--- config.mk ---
export PLATFORM = sky130hd
export DESIGN_NAME = fbr_rate_gen
export DESIGN_NICKNAME = d
export VERILOG_FILES = /design/src/verilog/fbr_pkg.sv /design/src/verilog/fbr_rate_gen.sv
export VERILOG_INCLUDE_DIRS = /design/src /design/src/verilog
export SDC_FILE = /design/constraint.sdc
export NUM_CORES = 1
export LEC_CHECK = 0
export ABC_AREA = 1
export BUFFER_PORTS_ARGS = -buffer_cell sky130_fd_sc_hd__buf_2
export CORE_MARGIN = 3
export CORE_UTILIZATION = 50
export DETAILED_ROUTE_END_ITERATION = 8
export GPL_TIMING_DRIVEN = 0
export HOLD_SLACK_MARGIN = 0.15
export PLACE_DENSITY_LB_ADDON = 0.1
export SLEW_MARGIN = 10
export SYNTH_ARGS = -nofsm -noshare
export SYNTH_HDL_FRONTEND = slang
export SYNTH_SLANG_ARGS = --single-unit
--- constraint.sdc ---
create_clock -name clk_sys -period 4.4 [get_ports clk_sys]
set_clock_uncertainty 0.2 [all_clocks]
set_input_delay 0.88 -clock clk_sys [delete_from_list [all_inputs] [get_ports clk_sys]]
set_output_delay 0.88 -clock clk_sys [all_outputs]
set_load 0.01 [all_outputs]
--- src/verilog/fbr_params.svh ---
// constants for the fractional rate generator: addresses, fields, resets
`ifndef FBR_PARAMS_SVH
`define FBR_PARAMS_SVH

// register addresses on the block's register port (bit 3 picks rx set)
`define FBR_ADDR_DIV_LOW 4'h0
`define FBR_ADDR_DIV_HIGH 4'h1
`define FBR_ADDR_DIV_FRAC 4'h2
`define FBR_ADDR_MODEM_CTRL 4'h3
`define FBR_ADDR_RX_BIT 3

// field positions
`define FBR_MCR_PRESCALE_BIT 7
`define FBR_FRAC_LSB 0
`define FBR_FRAC_MSB 3
`define FBR_MODE_LSB 4
`define FBR_MODE_MSB 5

// reset values of the divisor set and the control register
`define FBR_RST_DIV_LOW 8'h01
`define FBR_RST_DIV_HIGH 8'h00
`define FBR_RST_DIV_FRAC 8'h00
`define FBR_RST_MODEM_CTRL 8'h00

// sampling clocks per bit for each mode
`define FBR_RATIO_16X 5'h10
`define FBR_RATIO_8X 5'h08
`define FBR_RATIO_4X 5'h04

`endif

--- src/verilog/fbr_pkg.sv ---
// types shared by the fractional rate generator
`default_nettype none

package fbr_pkg;

  // oversampling mode field encoding
  typedef enum logic [1:0] {
    FBR_MODE_16X = 2'h0,
    FBR_MODE_8X = 2'h1,
    FBR_MODE_4X = 2'h2,
    FBR_MODE_RSVD = 2'h3
  } fbr_mode_t;

  // one rate generator: its divisor set and its counters
  typedef struct packed {
    logic [7:0] div_low;
    logic [7:0] div_high;
    logic [7:0] div_frac;
    logic [15:0] cnt;
    logic [3:0] acc;
    logic stretch;
    logic [4:0] smp;
    logic tick;
    logic bit_tick;
  } fbr_gen_t;

  // register access request from the serial host interface
  typedef struct packed {
    logic wr;
    logic rd;
    logic [3:0] addr;
    logic [7:0] wdata;
  } fbr_req_t;

  // sampling and bit strobes of one direction
  typedef struct packed {
    logic sample;
    logic bit_adv;
  } fbr_rate_t;

endpackage

`default_nettype wire

--- src/verilog/fbr_rate_gen.sv ---
// fractional baud rate generator: prescaler, tx and rx divisor chains
`timescale 1ns/1ns
`default_nettype none
`include "fbr_params.svh"

module fbr_rate_gen
  import fbr_pkg::*;
#(
  parameter int PRESCALE_DIV = 4
) (
  // clock and reset
  input wire logic clk_sys,
  input wire logic rst_n,
  // register port from the serial host interface
  input wire fbr_req_t reg_req,
  output logic [7:0] reg_rdata,
  // sampling and bit strobes
  output fbr_rate_t tx_rate,
  output fbr_rate_t rx_rate
);

  // prescaler counter is eight bits wide
  if (PRESCALE_DIV < 2 || PRESCALE_DIV > 256) begin : g_chk
    $error("PRESCALE_DIV must lie in 2..256");
  end

  localparam logic [7:0] PRE_LAST = 8'(PRESCALE_DIV - 1);

  // whole block state
  typedef struct packed {
    fbr_gen_t [1:0] gen;
    logic [7:0] modem_ctrl;
    logic [7:0] pre_cnt;
    logic [7:0] rdata;
  } fbr_state_t;

  fbr_state_t st;
  fbr_state_t next_st;
  logic pre_tick; // one prescaled oscillator period
  logic pre4; // prescaler select bit

  // prescaler: every clock, or every PRESCALE_DIV clocks
  assign pre4 = st.modem_ctrl[`FBR_MCR_PRESCALE_BIT];
  assign pre_tick = pre4 ? (st.pre_cnt == PRE_LAST) : 1'b1;

  // samples per bit for a mode field; the reserved code falls back to 16x
  function automatic logic [4:0] ratio_of(input logic [1:0] m);
    logic [4:0] r;
    r = `FBR_RATIO_16X;
    case (fbr_mode_t'(m))
      FBR_MODE_8X: r = `FBR_RATIO_8X;
      FBR_MODE_4X: r = `FBR_RATIO_4X;
      default: r = `FBR_RATIO_16X;
    endcase
    return r;
  endfunction

  // next state for registers, prescaler and both generators
  always_comb begin
    logic [15:0] div;
    logic [4:0] sum;
    logic [4:0] ratio;
    logic sel_rx;
    int i;
    div = 16'h0000;
    i = 0;
    sum = 5'h00;
    ratio = 5'h00;
    sel_rx = reg_req.addr[`FBR_ADDR_RX_BIT];
    next_st = st;
    // prescaler count only runs in divide by four mode
    if (!pre4 || pre_tick) begin
      next_st.pre_cnt = 8'h00;
    end else begin
      next_st.pre_cnt = st.pre_cnt + 8'h01;
    end
    // one generator per direction, each on its own divisor set
    for (i = 0; i < 2; i++) begin
      next_st.gen[i].tick = 1'b0;
      next_st.gen[i].bit_tick = 1'b0;
      // a zero integer is served as one, the documented floor
      div = {st.gen[i].div_high, st.gen[i].div_low};
      if (div == 16'h0000) begin
        div = 16'h0001;
      end
      // fraction accumulator carry decides the stretched periods
      sum = {1'b0, st.gen[i].acc} +
            {1'b0, st.gen[i].div_frac[`FBR_FRAC_MSB:`FBR_FRAC_LSB]};
      ratio = ratio_of(st.gen[i].div_frac[`FBR_MODE_MSB:`FBR_MODE_LSB]);
      if (pre_tick) begin
        if (st.gen[i].cnt == 16'h0000) begin
          // period over: emit a sample strobe and reload
          next_st.gen[i].tick = 1'b1;
          next_st.gen[i].acc = sum[3:0];
          next_st.gen[i].stretch = sum[4];
          // stretched period is one prescaled tick longer
          next_st.gen[i].cnt = (div - 16'h0001) + {15'h0000, sum[4]};
          // bit boundary after ratio samples; odd 8x fractions jitter
          if (st.gen[i].smp >= ratio - 5'h01) begin
            next_st.gen[i].smp = 5'h00;
            next_st.gen[i].bit_tick = 1'b1;
          end else begin
            next_st.gen[i].smp = st.gen[i].smp + 5'h01;
          end
        end else begin
          next_st.gen[i].cnt = st.gen[i].cnt - 16'h0001;
        end
      end
    end
    // register writes; new divisors take hold at the next reload
    if (reg_req.wr) begin
      case ({1'b0, reg_req.addr[2:0]})
        `FBR_ADDR_DIV_LOW: next_st.gen[sel_rx].div_low = reg_req.wdata;
        `FBR_ADDR_DIV_HIGH:
          next_st.gen[sel_rx].div_high = reg_req.wdata;
        `FBR_ADDR_DIV_FRAC:
          next_st.gen[sel_rx].div_frac = reg_req.wdata;
        `FBR_ADDR_MODEM_CTRL: next_st.modem_ctrl = reg_req.wdata;
        default: next_st.modem_ctrl = st.modem_ctrl; // unmapped: ignored
      endcase
    end
    // register reads answer on the next cycle
    if (reg_req.rd) begin
      case ({1'b0, reg_req.addr[2:0]})
        `FBR_ADDR_DIV_LOW: next_st.rdata = st.gen[sel_rx].div_low;
        `FBR_ADDR_DIV_HIGH: next_st.rdata = st.gen[sel_rx].div_high;
        `FBR_ADDR_DIV_FRAC: next_st.rdata = st.gen[sel_rx].div_frac;
        `FBR_ADDR_MODEM_CTRL: next_st.rdata = st.modem_ctrl;
        default: next_st.rdata = 8'h00; // unmapped reads zero
      endcase
    end
  end

  // state register; reset loads the divisor of one in both sets
  always_ff @(posedge clk_sys or negedge rst_n) begin
    if (!rst_n) begin
      st <= '0;
      st.gen[0].div_low <= `FBR_RST_DIV_LOW;
      st.gen[0].div_high <= `FBR_RST_DIV_HIGH;
      st.gen[0].div_frac <= `FBR_RST_DIV_FRAC;
      st.gen[1].div_low <= `FBR_RST_DIV_LOW;
      st.gen[1].div_high <= `FBR_RST_DIV_HIGH;
      st.gen[1].div_frac <= `FBR_RST_DIV_FRAC;
      st.modem_ctrl <= `FBR_RST_MODEM_CTRL;
    end else begin
      next_st_apply: st <= next_st;
    end
  end

  // outputs straight from flip-flops
  assign reg_rdata = st.rdata;
  assign tx_rate = '{sample: st.gen[0].tick,
                     bit_adv: st.gen[0].bit_tick};
  assign rx_rate = '{sample: st.gen[1].tick,
                     bit_adv: st.gen[1].bit_tick};
endmodule

`default_nettype wire

==> summary.txt <==
Floorplanning
  • Chip height: between 100 and 150 um
  • FP Rows: between 40 and 50
  • Initial Util: 0.522
  • Die width: around 130 um
  • Die area: around 18,000 um^2
  • Core area: between 15,000 and 20,000 um^2
  • I/O pin count: 28

Clock network
  • Clock Latency Late Sink: between 0.4 and 0.5 ns
  • Hold_buf cts: 0
  • CTS sink count: 126
  • CTS max path bufs: 2
  • CTS tree: done
  • Clock Pin Slew Worst Setup and Hold Paths: ~0.050 ns
  • Resized Gates After CTS: 0
  • Post-CTS setup buffer count: 0
  • CTS Root Cell: clkbuf_16
  • CTS Buf Count: 17
  • H-tree depth: 4

Timing
  • Max-slew violations: 0
  • RSZ-0062 raised after global routing: no
  • Least-Margin Pin Slew: around 0.73 ns
  • Final min period: approximately 3.0 ns
  • Final hold viol count: 0
  • Setup TNS: 0 ns
  • Fmax: roughly 330 MHz
  • Final setup violation count: 0
  • Period utilisation layout: 0.687
  • Worst rel slew slack: 0.515

Critical path
  • Crit path max fanout: 5
  • CP Data Arrival Time: approximately 3.1 ns
  • Critical Path End Type: flop
  • Crit path kind: flop to flop
  • Worst Path Required: ~4.5 ns
  • CP startpoint kind: flop

Synth
  • Synth Register Bits: ~130
  • Synth top area share: 0.383
  • Number of flops mapped to enable cells by yosys: 0
  • Synthesized area per cell: ~7.3 um^2
  • Synthesized instance count: ~1.1k
  • Sequential area share after synthesis: 0.389
  • FFs w/ async S/R, synth: 1.00
  • Largest cells by area after synthesis: dfrtp_1 (38%), nand2_1 (14%), inv_1 (6.3%), nand3_1 (6.2%), nor2_1 (5.9%)
  • Count of cell types in the netlist: 50
  • Ys flop type: dfrtp_1
  • Synth warn: 0
  • Area leader, netlist: dfrtp_1
  • Synthesized cell area: 8110 um^2

Global route
  • Vias in the first global route: about 6.7k
  • Largest net degree at the start of global routing: 76
  • First-pass GRT wire length: about 36,000 um
  • Grt ovf: 0
  • Total track usage: 0.258
  • Initial antenna violation count: 0

Outcome
  • Outcome: completed

Pwr
  • P per Cell Area: ~480 nW/um^2
  • Leakage: 0.00440 uW
  • Design Power: 4330 uW
  • Peak VDD IR: around 0.33 mV

Route
  • WL/cell: approximately 16 um
  • DR vias: between 7k and 8k
  • WL final: 22,000 um
  • Vias per cell: ~5.3
  • DRC Markers: 0
  • DRT iter0 DRCs: around 670
  • DR pass1 iterations: 6
  • Post-route ant nets: 0

Final layout
  • Most frequent cells in the layout: nand2_1 (297), inv_1 (136), nor2_1 (127)
  • Diode count: 0
  • Layout cells sized above 1: 0.127
  • Layout Nets: about 1.2k
  • Most common cell after layout, fill and taps aside: nand2_1
  • Area Growth Syn to Fin: 12.1%
  • Post-layout util: 0.585

Placed design
  • PortBufs: 25
  • DPL Wire Length: ~17,000 um
  • Gpl congestion: 0.962

Hold path
  • Worst hold path type: input port to asynchronous set/reset pin

Run
  • Max cap viols: 0
synth_stat cells, types with 9 or more instances:
library cell  count
nand2_1         297
inv_1           136
nor2_1          127
dfrtp_1         124
nand3_1         100
o21ai_0          60
a21oi_1          33
ha_1             26
a22oi_1          19
xor2_1           18
nand4_1          17
buf_4            15
o211ai_1         14
nor2_2           12
nor3_1           11
o21ai_1          10
buf_2             9
state kept, by name, indices dropped and copies added, names as in the netlist:
signal / flops
rx_rate: 2
tx_rate: 2
pre4: 1
reg_rdata: 8
st: 113
path summary, 6_finish.rpt:
| path | startpoint | end | slack, ns | depth (start not counted) |
|---|---|---|---|---|
| min in group clk_sys | st[8]$_DFF_PN0_ | st[8]$_DFF_PN0_ | 0.27 | 1 |
| worst max-delay path | st[52]$_DFFE_PN0P_ | st[48]$_DFF_PN0_ | 1.38 | 13 |
| max in group asynchronous | rst_n | st[120]$_DFFE_PN1P_ | 2.98 | 2 |
| worst min-delay path | rst_n | st[98]$_DFF_PN0_ | 0.27 | 1 |
| worst min register to register | st[8]$_DFF_PN0_ | st[8]$_DFF_PN0_ | 0.27 | 1 |
| worst max register to register | st[52]$_DFFE_PN0P_ | st[48]$_DFF_PN0_ | 1.38 | 13 |
routing by layer:
metal / wire (um) / part of all wire / track usage
met2: 9820 / 0.45 / 0.396
met5: 0 / 0 / 0
met3: 1150 / 0.053 / 0.0529
met1: 10500 / 0.48 / 0.377
met4: 486 / 0.022 / 0.0629
metrics by stage:
stage	instances	area (um^2)	hold slack (ns)	worst slack (ns)
final	1382	9090	0.271	1.38
after global routing	1382	9090	0.321	1.21
after CTS	1382	9090	0.270	1.40
after detailed placement	1350	8530	0.267	1.40
after global placement	1349	8500	0.261	0.477
after floorplan	1113	8110	0.233	2.02
critical path, stage by stage, from the launching register on:
cell	delay, ns
dfrtp_1	0.40
ha_1	0.21
inv_1	0.07
fa_1	0.20
o21ai_0	0.10
a21oi_1	0.35
ha_1	0.26
ha_1	0.18
nand3_1	0.14
nor2_1	0.26
nand3_1	0.16
xor2_1	0.17
nor2_1	0.15
nor2_1	0.06
layout make-up:
cell class              instances  area [um^2]
plain buffers                  35          236
clock inverters                13          114
well taps                     211          264
flip-flops and latches        126         3160
fillers                      1491         6450
clock buffers                  19          443
inverters                     145          547
repair buffers                 26          159
multi-input cells             807         4170
logic make-up (layout without fill, tap and decap cells):
group                    count (synthesis)  after routing  share of synthesized area
AO/OA/AOI/OAI                          151            151                      0.111
multiplexers                             4              4                    0.00556
flip-flops                             126            126                      0.389
buffers and inverters                  180            238                     0.0966
XOR/XNOR                                22             22                     0.0238
adder cells (fa/ha/maj)                 28             28                     0.0451
other                                    1              2                   0.000463
AND/OR/NAND/NOR                        600            600                      0.329
power by group:
part           internal, uW  leakage [uW]  switching (uW)
logic                   476       0.00258             864
registers              1410       0.00154             242
clock network           792      0.000274             545
Power figures use the tool's default switching activity.
